**src/rtl/fsps_consts.svh**
```systemverilog
// named offsets, field positions, reset values and timing counts for the
// flash self-program sequencer; assumes byte addresses on a 32-bit bus.
`ifndef FSPS_CONSTS_SVH
`define FSPS_CONSTS_SVH

// register byte offsets, one aligned word each
`define FSPS_ADDR_W      8
`define FSPS_OFF_CTRL    8'h00
`define FSPS_OFF_UNLOCK  8'h04
`define FSPS_OFF_PTR     8'h08
`define FSPS_OFF_LATCH   8'h0c
`define FSPS_OFF_OP      8'h10
`define FSPS_OFF_STAT    8'h14

// memory control register fields
`define FSPS_CTL_PGM     7
`define FSPS_CTL_CFG     6
`define FSPS_CTL_ERASE   4
`define FSPS_CTL_WRITE_ERROR_FLAG   3
`define FSPS_CTL_WRITE_ENABLE_BIT    2
`define FSPS_CTL_WR      1
`define FSPS_CTL_RD      0

// table operation register fields and pointer modes
`define FSPS_OP_MODE_HI  1
`define FSPS_OP_MODE_LO  0
`define FSPS_OP_WRITE    2
`define FSPS_MODE_KEEP   2'h0
`define FSPS_MODE_POSTINC 2'h1
`define FSPS_MODE_POSTDEC 2'h2
`define FSPS_MODE_PREINC 2'h3

// status register fields
`define FSPS_ST_LW       0
`define FSPS_ST_TB       1
`define FSPS_ST_UL_HI    3
`define FSPS_ST_UL_LO    2

// unlock keys
`define FSPS_KEY_FIRST   8'h55
`define FSPS_KEY_SECOND  8'haa

// widths and sizes
`define FSPS_PTR_W       22
`define FSPS_HOLD_N      8
`define FSPS_HOLD_IDX_W  3
`define FSPS_LW_CNT_W    17

// reset values
`define FSPS_PTR_RST     22'h000000
`define FSPS_BYTE_RST    8'h00
`define FSPS_HOLD_RST    8'hff
`define FSPS_WORD_ZERO   32'h00000000

// ahb-lite encodings
`define FSPS_HTRANS_ACT  1
`define FSPS_HRESP_OKAY  1'b0

// long write time: figure in microseconds, clock in MHz
`define FSPS_LW_TIME_US  2000
`define FSPS_CLK_MHZ     40
`define FSPS_LW_CYCLES   (`FSPS_LW_TIME_US * `FSPS_CLK_MHZ)

`endif

```
**src/rtl/fsps_pkg.sv**
```systemverilog
// types shared by the flash self-program sequencer files;
// assumes fsps_consts.svh sits beside it on the include path.
`include "fsps_consts.svh"

package fsps_pkg;

	// table read engine, gray along idle-fetch-load
	typedef enum logic [1:0] {
		TB_IDLE  = 2'b00,
		TB_FETCH = 2'b01,
		TB_LOAD  = 2'b11
	} fsps_tb_state_t;

	// unlock sequence progress
	typedef enum logic [1:0] {
		UL_NONE  = 2'b00,
		UL_FIRST = 2'b01,
		UL_READY = 2'b11
	} fsps_ul_state_t;

	// long write engine
	typedef enum logic {
		LW_IDLE = 1'b0,
		LW_RUN  = 1'b1
	} fsps_lw_state_t;

	// command bundle toward the program flash array
	typedef struct packed {
		logic        erase_en;   // row erase in progress
		logic        prog_en;    // block program in progress
		logic        rd_en;      // word read request
		logic [20:0] rd_addr;    // word address of read
		logic [15:0] row_addr;   // 64-byte row number
		logic [18:0] blk_addr;   // 8-byte block number
		logic [63:0] prog_data;  // holding bytes, byte 0 lowest
	} fsps_flash_cmd_t;

endpackage : fsps_pkg

```
**src/rtl/fsps_prog_timer.sv**
```systemverilog
// internal programming timer of the flash self-program sequencer;
// assumes a start pulse only while idle, one clock, synchronous reset.
`timescale 1ns/1ps
`include "fsps_consts.svh"

module fsps_prog_timer #(
	parameter int unsigned CYCLES = `FSPS_LW_CYCLES  // length of one long write
) (
	input  wire logic clk,    // system clock
	input  wire logic reset,  // synchronous, active high
	input  wire logic start,  // one-cycle launch
	output logic      busy,   // timing in progress
	output logic      done    // one-cycle end pulse
);

	logic [`FSPS_LW_CNT_W-1:0] cnt;
	logic [`FSPS_LW_CNT_W-1:0] next_cnt;
	logic                      next_busy;
	logic                      next_done;

	// count down; a reset mid-run simply drops the operation
	always_comb begin
		next_cnt  = cnt;
		next_busy = busy;
		next_done = 1'b0;
		if (start && !busy) begin
			next_cnt  = `FSPS_LW_CNT_W'(CYCLES);
			next_busy = 1'b1;
		end else if (busy) begin
			next_cnt = cnt - `FSPS_LW_CNT_W'(1);
			if (cnt == `FSPS_LW_CNT_W'(1)) begin
				next_busy = 1'b0;
				next_done = 1'b1;
			end
		end
	end

	always_ff @(posedge clk) begin
		if (reset) begin
			cnt  <= '0;
			busy <= 1'b0;
			done <= 1'b0;
		end else begin
			cnt  <= next_cnt;
			busy <= next_busy;
			done <= next_done;
		end
	end

	////////////////////////////////////////////////////////////////////////////
	a_timer_load: assert property (@(posedge clk) disable iff (reset)
		start && !busy |=> busy && cnt == `FSPS_LW_CNT_W'(CYCLES))
		else $error("timer did not load the long write length");

	a_timer_end: assert property (@(posedge clk) disable iff (reset)
		$rose(done) |-> $past(cnt) == `FSPS_LW_CNT_W'(1) && !busy)
		else $error("timer ended before its count ran out");

endmodule : fsps_prog_timer

```
**src/rtl/fsps_top.sv**
```systemverilog
// flash self-program sequencer: table reads, holding registers, row erase
// and block program behind an ahb-lite slave; assumes one slave on the bus,
// a synchronous flash array answering a read one cycle after rd_en.
//
// Notes on behaviour
// a table read returns one byte only
// table read loads latch, pointer optionally steps
// pointer bit zero picks high or low byte
// erase always clears one whole 64-byte row
// erase row taken from pointer bits 21:6
// firmware sets selects, enable, erase before erase
// erase ignores the table latch contents
// firmware writes 55h, AAh, then sets write control
// long write stalls cpu, internal timer ends it
// write control set after unlock starts erase
// row erase stalls about 2 ms
// programming always covers one 8-byte block
// eight holding bytes, table writes never touch array
// firmware fills eight bytes, then launches write
// firmware loads block start, fills with auto-increment
// firmware sets selects and enable before programming
// block program stalls about 2 ms
// firmware buffers row, erases, programs eight blocks
// full row update takes roughly 18 ms
// firmware verifies with table reads afterwards
// write control refused while write enable clear
// hardware clears read and write control itself
// pointer bits 2:0 pick holding byte
// reset during long write sets error flag
// write control only right after both keys
`timescale 1ns/1ps
`include "fsps_consts.svh"

module fsps_top #(
	parameter int unsigned LW_CYCLES = `FSPS_LW_CYCLES  // cycles per long write
) (
	input  wire logic                   clk,          // 40 MHz system clock
	input  wire logic                   reset,        // synchronous, active high
	input  wire logic                   hsel,         // slave select
	input  wire logic [31:0]            haddr,        // byte address
	input  wire logic [1:0]             htrans,       // transfer type
	input  wire logic                   hwrite,       // write when high
	input  wire logic [2:0]             hsize,        // word only
	input  wire logic [31:0]            hwdata,       // write data
	input  wire logic                   hready,       // bus ready
	output logic                        hreadyout,    // slave ready
	output logic [31:0]                 hrdata,       // read data
	output logic                        hresp,        // always okay
	input  wire logic [15:0]            flash_rdata,  // array word out
	output fsps_pkg::fsps_flash_cmd_t   flash_cmd,    // array commands
	output logic                        cpu_stall     // halts instruction flow
);

	////////////////////////////////////////////////////////////////////////////
	// state
	logic                         dp_valid;
	logic                         dp_write;
	logic [`FSPS_ADDR_W-1:0]      dp_addr;
	logic                         program_memory_select;
	logic                         config_space_select;
	logic                         row_erase_sel;
	logic                         write_error_flag;
	logic                         reset_q;
	logic                         write_enable_bit;
	logic                         write_ctrl;
	logic                         read_ctrl;
	logic [`FSPS_PTR_W-1:0]       table_pointer;
	logic [7:0]                   table_latch;
	logic [7:0]                   hold [`FSPS_HOLD_N];
	logic [`FSPS_PTR_W-1:0]       tb_addr;
	fsps_pkg::fsps_tb_state_t     tb_state;
	fsps_pkg::fsps_ul_state_t     ul_state;
	fsps_pkg::fsps_lw_state_t     lw_state;

	// next values
	logic                         next_dp_valid;
	logic                         next_dp_write;
	logic [`FSPS_ADDR_W-1:0]      next_dp_addr;
	logic                         next_hreadyout;
	logic [31:0]                  next_hrdata;
	logic                         next_pgm_sel;
	logic                         next_cfg_sel;
	logic                         next_row_erase;
	logic                         next_write_error_flag;
	logic                         next_write_enable_bit;
	logic                         next_write_ctrl;
	logic                         next_read_ctrl;
	logic [`FSPS_PTR_W-1:0]       next_ptr;
	logic [7:0]                   next_latch;
	logic [7:0]                   next_hold [`FSPS_HOLD_N];
	logic [`FSPS_PTR_W-1:0]       next_tb_addr;
	fsps_pkg::fsps_tb_state_t     next_tb_state;
	fsps_pkg::fsps_ul_state_t     next_ul_state;
	fsps_pkg::fsps_lw_state_t     next_lw_state;
	fsps_pkg::fsps_flash_cmd_t    next_flash;
	logic                         next_stall;

	// decoded events
	logic                         accept;
	logic                         wr_fire;
	logic                         rd_serve;
	logic                         tb_go;
	logic                         tw_fire;
	logic [`FSPS_HOLD_IDX_W-1:0]  tw_idx;
	logic                         lw_start;
	logic                         lw_done;
	logic [`FSPS_PTR_W-1:0]       ptr_plus;
	logic [`FSPS_PTR_W-1:0]       ptr_minus;
	logic [`FSPS_PTR_W-1:0]       eff_ptr;
	logic [1:0]                   op_mode;
	logic [63:0]                  hold_flat;
	logic [31:0]                  rd_word;

	// register decode, shared by bus reads and writes
	function automatic logic is_reg(input logic [`FSPS_ADDR_W-1:0] a,
	                                input logic [`FSPS_ADDR_W-1:0] off);
		return a == off;
	endfunction : is_reg

	////////////////////////////////////////////////////////////////////////////
	// bus events; writes land in the data phase once hready is high
	assign accept   = hsel && htrans[`FSPS_HTRANS_ACT] && hready;
	assign wr_fire  = dp_valid && dp_write && hreadyout;
	assign rd_serve = dp_valid && !dp_write && !hreadyout
	                  && (tb_state == fsps_pkg::TB_IDLE);

	// pointer steps touch the low 21 bits only, bit 21 stays
	assign ptr_plus  = {table_pointer[21], table_pointer[20:0] + 21'h000001};
	assign ptr_minus = {table_pointer[21], table_pointer[20:0] - 21'h000001};
	assign op_mode   = hwdata[`FSPS_OP_MODE_HI:`FSPS_OP_MODE_LO];
	assign eff_ptr   = (op_mode == `FSPS_MODE_PREINC) ? ptr_plus : table_pointer;
	assign tb_go     = wr_fire && is_reg(dp_addr, `FSPS_OFF_OP)
	                   && (lw_state == fsps_pkg::LW_IDLE);
	assign tw_fire   = tb_go && hwdata[`FSPS_OP_WRITE];
	assign tw_idx    = eff_ptr[`FSPS_HOLD_IDX_W-1:0];

	// holding bytes flattened for the program command
	for (genvar i = 0; i < `FSPS_HOLD_N; i++) begin : g_flat
		assign hold_flat[i*8 +: 8] = hold[i];
	end

	// launch only after both keys, with enable and program space chosen;
	// reads do not count as an intervening access here, see status polling
	assign lw_start = wr_fire && is_reg(dp_addr, `FSPS_OFF_CTRL)
	                  && hwdata[`FSPS_CTL_WR]
	                  && write_enable_bit
	                  && (ul_state == fsps_pkg::UL_READY)
	                  && program_memory_select && !config_space_select
	                  && (lw_state == fsps_pkg::LW_IDLE);

	////////////////////////////////////////////////////////////////////////////
	// read data mux; unmapped offsets and the unlock register read zero
	always_comb begin
		rd_word = `FSPS_WORD_ZERO;
		if (is_reg(dp_addr, `FSPS_OFF_CTRL)) begin
			rd_word[`FSPS_CTL_PGM]   = program_memory_select;
			rd_word[`FSPS_CTL_CFG]   = config_space_select;
			rd_word[`FSPS_CTL_ERASE] = row_erase_sel;
			rd_word[`FSPS_CTL_WRITE_ERROR_FLAG] = write_error_flag;
			rd_word[`FSPS_CTL_WRITE_ENABLE_BIT]  = write_enable_bit;
			rd_word[`FSPS_CTL_WR]    = write_ctrl;
			rd_word[`FSPS_CTL_RD]    = read_ctrl;
		end
		if (is_reg(dp_addr, `FSPS_OFF_PTR))
			rd_word[`FSPS_PTR_W-1:0] = table_pointer;
		if (is_reg(dp_addr, `FSPS_OFF_LATCH))
			rd_word[7:0] = table_latch;
		if (is_reg(dp_addr, `FSPS_OFF_STAT)) begin
			rd_word[`FSPS_ST_LW] = (lw_state == fsps_pkg::LW_RUN);
			rd_word[`FSPS_ST_TB] = (tb_state != fsps_pkg::TB_IDLE);
			rd_word[`FSPS_ST_UL_HI:`FSPS_ST_UL_LO] = ul_state;
		end
	end

	// bus slave: every read takes one wait state so it sees prior writes;
	// a table read holds hready low until the latch is loaded
	always_comb begin
		next_dp_valid  = dp_valid;
		next_dp_write  = dp_write;
		next_dp_addr   = dp_addr;
		next_hrdata    = hrdata;
		if (hready) begin
			next_dp_valid = accept;
			next_dp_write = hwrite;
			next_dp_addr  = haddr[`FSPS_ADDR_W-1:0];
		end
		if (rd_serve) begin
			next_hrdata    = rd_word;
			next_hreadyout = 1'b1;
		end else begin
			next_hreadyout = (tb_state == fsps_pkg::TB_IDLE) && !tb_go
			                 && !(accept && !hwrite);
		end
	end

	always_ff @(posedge clk) begin
		if (reset) begin
			dp_valid  <= 1'b0;
			dp_write  <= 1'b0;
			dp_addr   <= '0;
			hreadyout <= 1'b1;
			hrdata    <= `FSPS_WORD_ZERO;
			hresp     <= `FSPS_HRESP_OKAY;
		end else begin
			dp_valid  <= next_dp_valid;
			dp_write  <= next_dp_write;
			dp_addr   <= next_dp_addr;
			hreadyout <= next_hreadyout;
			hrdata    <= next_hrdata;
			hresp     <= `FSPS_HRESP_OKAY;
		end
	end

	////////////////////////////////////////////////////////////////////////////
	// engine: unlock, control bits, table ops and long write launch
	always_comb begin
		next_pgm_sel    = program_memory_select;
		next_cfg_sel    = config_space_select;
		next_row_erase  = row_erase_sel;
		next_write_error_flag      = write_error_flag;
		next_write_enable_bit       = write_enable_bit;
		next_write_ctrl = write_ctrl;
		next_read_ctrl  = 1'b0;
		next_ptr        = table_pointer;
		next_latch      = table_latch;
		next_hold       = hold;
		next_tb_addr    = tb_addr;
		next_tb_state   = tb_state;
		next_ul_state   = ul_state;
		next_lw_state   = lw_state;
		next_flash      = flash_cmd;
		next_flash.rd_en = 1'b0;

		// any other write breaks the key sequence
		if (wr_fire)
			next_ul_state = fsps_pkg::UL_NONE;
		if (wr_fire && is_reg(dp_addr, `FSPS_OFF_UNLOCK)) begin
			if (hwdata[7:0] == `FSPS_KEY_FIRST)
				next_ul_state = fsps_pkg::UL_FIRST;
			else if (hwdata[7:0] == `FSPS_KEY_SECOND && ul_state == fsps_pkg::UL_FIRST)
				next_ul_state = fsps_pkg::UL_READY;
		end

		// hardware clears first, so a software write in the same cycle wins
		if (lw_done && flash_cmd.erase_en)
			next_row_erase = 1'b0;
		if (wr_fire && is_reg(dp_addr, `FSPS_OFF_CTRL)) begin
			next_pgm_sel   = hwdata[`FSPS_CTL_PGM];
			next_cfg_sel   = hwdata[`FSPS_CTL_CFG];
			next_row_erase = hwdata[`FSPS_CTL_ERASE];
			next_write_error_flag     = hwdata[`FSPS_CTL_WRITE_ERROR_FLAG];
			next_write_enable_bit      = hwdata[`FSPS_CTL_WRITE_ENABLE_BIT];
			// read control cannot be set while program space is chosen
			next_read_ctrl = hwdata[`FSPS_CTL_RD] && !program_memory_select;
		end
		// software can only set write control, hardware clears it
		if (lw_start)
			next_write_ctrl = 1'b1;
		else if (lw_done)
			next_write_ctrl = 1'b0;

		if (wr_fire && is_reg(dp_addr, `FSPS_OFF_PTR))
			next_ptr = hwdata[`FSPS_PTR_W-1:0];
		if (wr_fire && is_reg(dp_addr, `FSPS_OFF_LATCH))
			next_latch = hwdata[7:0];

		// table op: pointer step, then short write or array fetch
		if (tb_go) begin
			unique case (op_mode)
				`FSPS_MODE_KEEP:    next_ptr = table_pointer;
				`FSPS_MODE_POSTINC: next_ptr = ptr_plus;
				`FSPS_MODE_POSTDEC: next_ptr = ptr_minus;
				`FSPS_MODE_PREINC:  next_ptr = ptr_plus;
			endcase
			if (tw_fire) begin
				next_hold[tw_idx] = table_latch;
			end else begin
				next_tb_addr       = eff_ptr;
				next_tb_state      = fsps_pkg::TB_FETCH;
				next_flash.rd_en   = 1'b1;
				next_flash.rd_addr = eff_ptr[21:1];
			end
		end
		unique case (tb_state)
			fsps_pkg::TB_IDLE:  ;
			fsps_pkg::TB_FETCH: next_tb_state = fsps_pkg::TB_LOAD;
			fsps_pkg::TB_LOAD: begin
				next_tb_state = fsps_pkg::TB_IDLE;
				next_latch = tb_addr[0] ? flash_rdata[15:8] : flash_rdata[7:0];
			end
			default:            next_tb_state = fsps_pkg::TB_IDLE;
		endcase

		// erase uses the row only, never the latch; program takes the block
		if (lw_start) begin
			next_lw_state        = fsps_pkg::LW_RUN;
			next_flash.erase_en  = row_erase_sel;
			next_flash.prog_en   = !row_erase_sel;
			next_flash.row_addr  = table_pointer[21:6];
			next_flash.blk_addr  = table_pointer[21:3];
			next_flash.prog_data = hold_flat;
		end else if (lw_done) begin
			next_lw_state       = fsps_pkg::LW_IDLE;
			next_flash.erase_en = 1'b0;
			next_flash.prog_en  = 1'b0;
		end
		next_stall = (next_lw_state == fsps_pkg::LW_RUN);

		// a reset that cuts a long write short leaves the error flag up;
		// the engine is idle after the first reset edge, so later ones hold it
		if (reset)
			next_write_error_flag = (lw_state == fsps_pkg::LW_RUN)
			             || (reset_q && write_error_flag);
	end

	always_ff @(posedge clk) begin
		if (reset) begin
			program_memory_select <= 1'b0;
			config_space_select   <= 1'b0;
			row_erase_sel         <= 1'b0;
			write_enable_bit      <= 1'b0;
			write_ctrl            <= 1'b0;
			read_ctrl             <= 1'b0;
			table_pointer         <= `FSPS_PTR_RST;
			table_latch           <= `FSPS_BYTE_RST;
			for (int i = 0; i < `FSPS_HOLD_N; i++) begin
				hold[i] <= `FSPS_HOLD_RST;
			end
			tb_addr   <= `FSPS_PTR_RST;
			tb_state  <= fsps_pkg::TB_IDLE;
			ul_state  <= fsps_pkg::UL_NONE;
			lw_state  <= fsps_pkg::LW_IDLE;
			flash_cmd <= '0;
			cpu_stall <= 1'b0;
		end else begin
			program_memory_select <= next_pgm_sel;
			config_space_select   <= next_cfg_sel;
			row_erase_sel         <= next_row_erase;
			write_enable_bit      <= next_write_enable_bit;
			write_ctrl            <= next_write_ctrl;
			read_ctrl             <= next_read_ctrl;
			table_pointer         <= next_ptr;
			table_latch           <= next_latch;
			hold      <= next_hold;
			tb_addr   <= next_tb_addr;
			tb_state  <= next_tb_state;
			ul_state  <= next_ul_state;
			lw_state  <= next_lw_state;
			flash_cmd <= next_flash;
			cpu_stall <= next_stall;
		end
		write_error_flag <= next_write_error_flag;
		reset_q          <= reset;  // tells a held reset from its first edge
	end

	////////////////////////////////////////////////////////////////////////////
	// self-timed long write; one timer serves erase and program alike
	fsps_prog_timer #(
		.CYCLES (LW_CYCLES)  // erase plus eight programs make a row update, see
	) u_timer (
		.clk   (clk),
		.reset (reset),
		.start (lw_start),
		.busy  (),
		.done  (lw_done)
	);

	////////////////////////////////////////////////////////////////////////////
	a_wr_needs_write_enable_bit: assert property (@(posedge clk) disable iff (reset)
		$rose(write_ctrl) |-> $past(write_enable_bit))
		else $error("write control set with write enable clear");

	a_wr_after_keys: assert property (@(posedge clk) disable iff (reset)
		$rose(write_ctrl) |-> $past(ul_state) == fsps_pkg::UL_READY
		                      && ul_state == fsps_pkg::UL_NONE)
		else $error("long write started without both keys");

	a_erase_row_pick: assert property (@(posedge clk) disable iff (reset)
		$rose(flash_cmd.erase_en) |-> flash_cmd.row_addr == $past(table_pointer[21:6])
		                              && !flash_cmd.prog_en && cpu_stall)
		else $error("erase row not taken from pointer bits 21:6");

	a_prog_blk_pick: assert property (@(posedge clk) disable iff (reset)
		$rose(flash_cmd.prog_en) |-> flash_cmd.blk_addr == $past(table_pointer[21:3])
		                             && flash_cmd.prog_data == $past(hold_flat))
		else $error("program block or data wrong at launch");

	a_done_releases: assert property (@(posedge clk) disable iff (reset)
		lw_done |=> !write_ctrl && !cpu_stall && !flash_cmd.erase_en && !flash_cmd.prog_en)
		else $error("long write end did not release stall and write control");

	a_erase_clears: assert property (@(posedge clk) disable iff (reset)
		lw_done && flash_cmd.erase_en |=> !row_erase_sel)
		else $error("row erase select survived erase completion");

	a_read_fetch: assert property (@(posedge clk) disable iff (reset)
		tb_go && !tw_fire |=> flash_cmd.rd_en && !hreadyout ##1 !flash_cmd.rd_en
		                      ##1 tb_state == fsps_pkg::TB_IDLE)
		else $error("table read fetch sequence broken");

	a_latch_byte: assert property (@(posedge clk) disable iff (reset)
		tb_state == fsps_pkg::TB_LOAD |=> table_latch ==
			($past(tb_addr[0]) ? $past(flash_rdata[15:8]) : $past(flash_rdata[7:0])))
		else $error("table latch got the wrong byte");

	a_hold_load: assert property (@(posedge clk) disable iff (reset)
		tw_fire |=> hold[$past(tw_idx)] == $past(table_latch) && !flash_cmd.rd_en)
		else $error("holding byte not loaded from latch");

	a_write_error_flag_reset: assert property (@(posedge clk)
		reset && lw_state == fsps_pkg::LW_RUN |=> write_error_flag)
		else $error("reset during long write left error flag clear");

endmodule : fsps_top

```
**config.mk**
```make
export PLATFORM = sky130hd
export DESIGN_NAME = fsps_top
export DESIGN_NICKNAME = d
export VERILOG_FILES = /design/src/rtl/fsps_pkg.sv /design/src/rtl/fsps_prog_timer.sv /design/src/rtl/fsps_top.sv
export VERILOG_INCLUDE_DIRS = /design/src /design/src/rtl
export SDC_FILE = /design/constraint.sdc
export NUM_CORES = 1
export LEC_CHECK = 0
export BUFFER_PORTS_ARGS = -buffer_cell sky130_fd_sc_hd__buf_2
export CAP_MARGIN = 30
export CELL_PAD_IN_SITES_DETAIL_PLACEMENT = 1
export CELL_PAD_IN_SITES_GLOBAL_PLACEMENT = 1
export CORE_UTILIZATION = 37
export CTS_CLUSTER_SIZE = 8
export DETAILED_ROUTE_END_ITERATION = 16
export MAX_ROUTING_LAYER = met4
export PLACE_DENSITY = 0.7
export SETUP_SLACK_MARGIN = 0.02
export SKIP_CTS_REPAIR_TIMING = 1
export SYNTH_ARGS = -nofsm -noshare
export SYNTH_HDL_FRONTEND = slang
export SYNTH_SLANG_ARGS = --single-unit
export TNS_END_PERCENT = 30
```
**constraint.sdc**
```tcl
create_clock -name clk -period 2.57 [get_ports clk]
set_input_delay 0.1285 -clock clk [delete_from_list [all_inputs] [get_ports clk]]
set_output_delay 0.1285 -clock clk [all_outputs]
set_load 0.03 [all_outputs]
```
==> reports/summary.txt <==
met1 wire length - 16800 microns
total power - 9.03 mW
WS Path Type - register to register
IO buf count - 198
crit path max-delay cell type - o21ai_0
worst slew pin tran - 670 ps
met3 wire len - 1760 microns
Seq cells post-synth - 266
max cap viols - 0
Die Ht - 180 microns
arrival time worst endpoint - 2770 ps
GRT Util Overall - 23.2%
peak supply drop - 423 uV
post-DR vias/cell - 5.34
initial drt markers - 561
Die W - 180 microns
later-pin clock latency in the skew report - 520 ps
top layer in use - met4
# rows - 64
clk slew on worst S/H paths - 60 ps
Root Buffer Master - clkbuf_16
Clock Path Buffers - 3
CTS tree - yes
drt wl/cell - 18.9 microns
YS warnings - 0
CTS Sinks - 266
placed cell count - 1895
Worst setup EP type - register
Hold Crit Class - primary input to register
asr flop ratio synth - 0%
largest net degree at the start of global routing - 100
achievable frequency - 0.416 GHz
Cell Chain, Critical Path - inv_1 -> ha_1 -> and4b_1 -> o21ai_0 -> nor3_4 -> buf_12 -> mux2i_1 -> nand2_1
core box area - 30800 sq um
Final Cycle Share - 93.5%
Layout Skew - 11.3 ps
violated checks - design-rule violations, negative hold slack
Starting Density - 37.9%
status - complete, but fails checks
Worst R2R Start - table_pointer[1]
CTS Buf Count - 39
CP max stage delay - 550 ps
Main synth FF type - dfxtp_1
H-tree depth - 2
number of synthesized flops with an enable pin - 1
gpl congestion - 0.896
min-delay src - hwdata[6]
slew margin rel. - 54.8%
RSZ-0062 raised after global routing - false
post-synthesis sequential area ratio - 45.6%
setup TNS - 0 ps
hold_ws - -16.1 ps
antenna viol nets, final - 0
final setup vio count - 0
Buf/Inv on CP - 2
layout cells sized above 1 - 22.1%
final wirelength - 37100 microns
Residual DRC - 14
full die area - 32300 sq um
delay-heaviest family, CP - compound AO/OA/AOI/OAI gates
placed inst area - 13200 sq um
DP Wirelength - 25600 microns
launch point of the worst path - table_pointer[1]
# nets final - 1655
total grt overflow - 0
PD cells - 624 nW/um^2
Mean Syn Cell Area - 8.66 sq um
Layout area overhead - 23.7%
leakage power - 5.69 nW
Max FO, Critical Path - 8
number of global-route vias before repair - 10600
initial antenna violation count - 2
fin cells - 1965
cell area after layout - 14500 sq um
routed vias - 10500
first-pass GRT wire length - 58700 microns
met2 wire length - 17700 microns
1st-pass router iterations - 11
Max Slew Vio Count - 0
Post-Syn Area - 11700 sq um
post-synthesis cell type count - 79
critical path required time - 2940 ps
IO Pins - 248
Syn Inst Count - 1351
Final min period - 2400 ps
Final Hold Viols - 2
Worst setup SP type - register
-- worst reg2reg max path, delay by kind of cell (launching register included) --
| kind | cells | cell delay [ps] |
|---|---|---|
| AOI/OAI and AO/OA | 1 | 550 |
| muxes | 1 | 160 |
| adders and majority gates | 1 | 370 |
| DFF | 1 | 480 |
| and+or+nand+nor | 3 | 400 |
| buffers and inverters | 2 | 300 |
-- area by class of cell --
class	count	area, sq um
Antenna cell	2	5.00
Clock buffer	45	1010
Clock inverter	2	32.5
Fill cell	3633	16400
Inverter	11	41.3
Multi-Input combinational cell	952	5720
Sequential cell	266	5340
Tap cell	396	495
Timing Repair Buffer	291	1830
-- sequential cells by signal, summed over array words and instances, names as in the netlist --
name	flops
hrdata	22
hreadyout	1
lw_state	1
write_enable_bit	1
tb_state	2
program_memory_select	1
dp_valid	1
u_timer.cnt	17
table_latch	8
hold	64
u_timer.done	1
u_timer.busy	1
write_error_flag	1
ul_state	2
tb_addr	1
table_pointer	22
read_ctrl	1
flash_cmd	107
dp_write	1
dp_addr	8
config_space_select	1
reset_q	1
row_erase_sel	1
-- metrics by stage --
stage | worst slack (ps) | utilization, %
6_report | 167 | 46.9
5_1_grt | 25.9 | 46.9
4_1_cts | 113 | 46.2
3_5_place_dp | 135 | 42.8
3_3_place_gp | 284 | 42.8
2_1_floorplan | 283 | -
-- final timing paths --
kind	slack, ps	cells past startpoint	endpoint
worst max register to register	170	8	hold[62]
worst max-delay path	170	8	hold[62]
worst min register to register	450	2	flash_cmd[30]
worst min-delay path	-20	3	config_space_select
-- metal layers --
layer | up-vias | GRT usage [%]
li1 | 5071 | -
met3 | 55 | 3.36
met4 | 0 | 7.48
met5 | - | -
met1 | 5102 | 29.6
met2 | 261 | 37.7
-- kinds of logic (layout without fill, tap and decap cells) --
kind of cell / Yosys count / in the layout / share of synthesized area (%)
flip-flops: 266 / 266 / 45.6
multiplexers: 97 / 97 / 8.34
other: 1 / 13 / 0.0321
adder cells (fa/ha/maj): 4 / 4 / 0.428
buffers and inverters: 143 / 349 / 5.97
AO/OA/AOI/OAI: 251 / 251 / 13.7
XOR/XNOR: 31 / 31 / 2.32
AND/OR/NAND/NOR: 558 / 558 / 23.6
-- cell usage after synthesis, types with 5 or more instances --
library cell / n / area (sq um)
a211oi_1: 35 / 263
and2_0: 6 / 37.5
a22oi_1: 8 / 60.1
nand3_1: 17 / 85.1
and2_1: 6 / 37.5
or3_1: 14 / 87.6
o21ai_0: 23 / 115
dfxtp_1: 265 / 5310
a311oi_1: 5 / 43.8
a21oi_1: 117 / 586
inv_1: 9 / 33.8
and3_1: 12 / 75.1
nor4b_1: 5 / 43.8
mux2i_1: 94 / 941
nand2_1: 279 / 1050
clkbuf_1: 74 / 278
nor2_1: 98 / 368
xnor2_1: 17 / 149
xor2_1: 14 / 123
nor3b_1: 6 / 45.0
a22o_1: 15 / 131
nor3_1: 30 / 150
o211a_1: 5 / 50.1
buf_4: 29 / 218
nor4_1: 13 / 81.3
buf_2: 24 / 120
a21o_1: 5 / 37.5
nand4_1: 17 / 106
a31oi_1: 5 / 31.3
nor4_4: 6 / 128
-- report_power, final --
part           leakage, nW  switching (mW)  internal [mW]
clock                0.507            1.77           2.73
combinational         3.03           0.238          0.133
sequential            2.15          0.0138           4.15
-- placed cells by master, fill, tap and decap left out, drive strengths merged, types with 20 or more instances in the layout --
cell type    netlist  layout
nand2            279     279
buf               58     270
dfxtp            265     265
a21oi            117     117
nor2              99      99
mux2i             94      94
clkbuf            74      45
a211oi            35      35
nor3              35      35
o21ai             24      24
dlygate4sd3        0      21
nor4              20      20
Note: power is estimated with default switching activity, not from simulation.
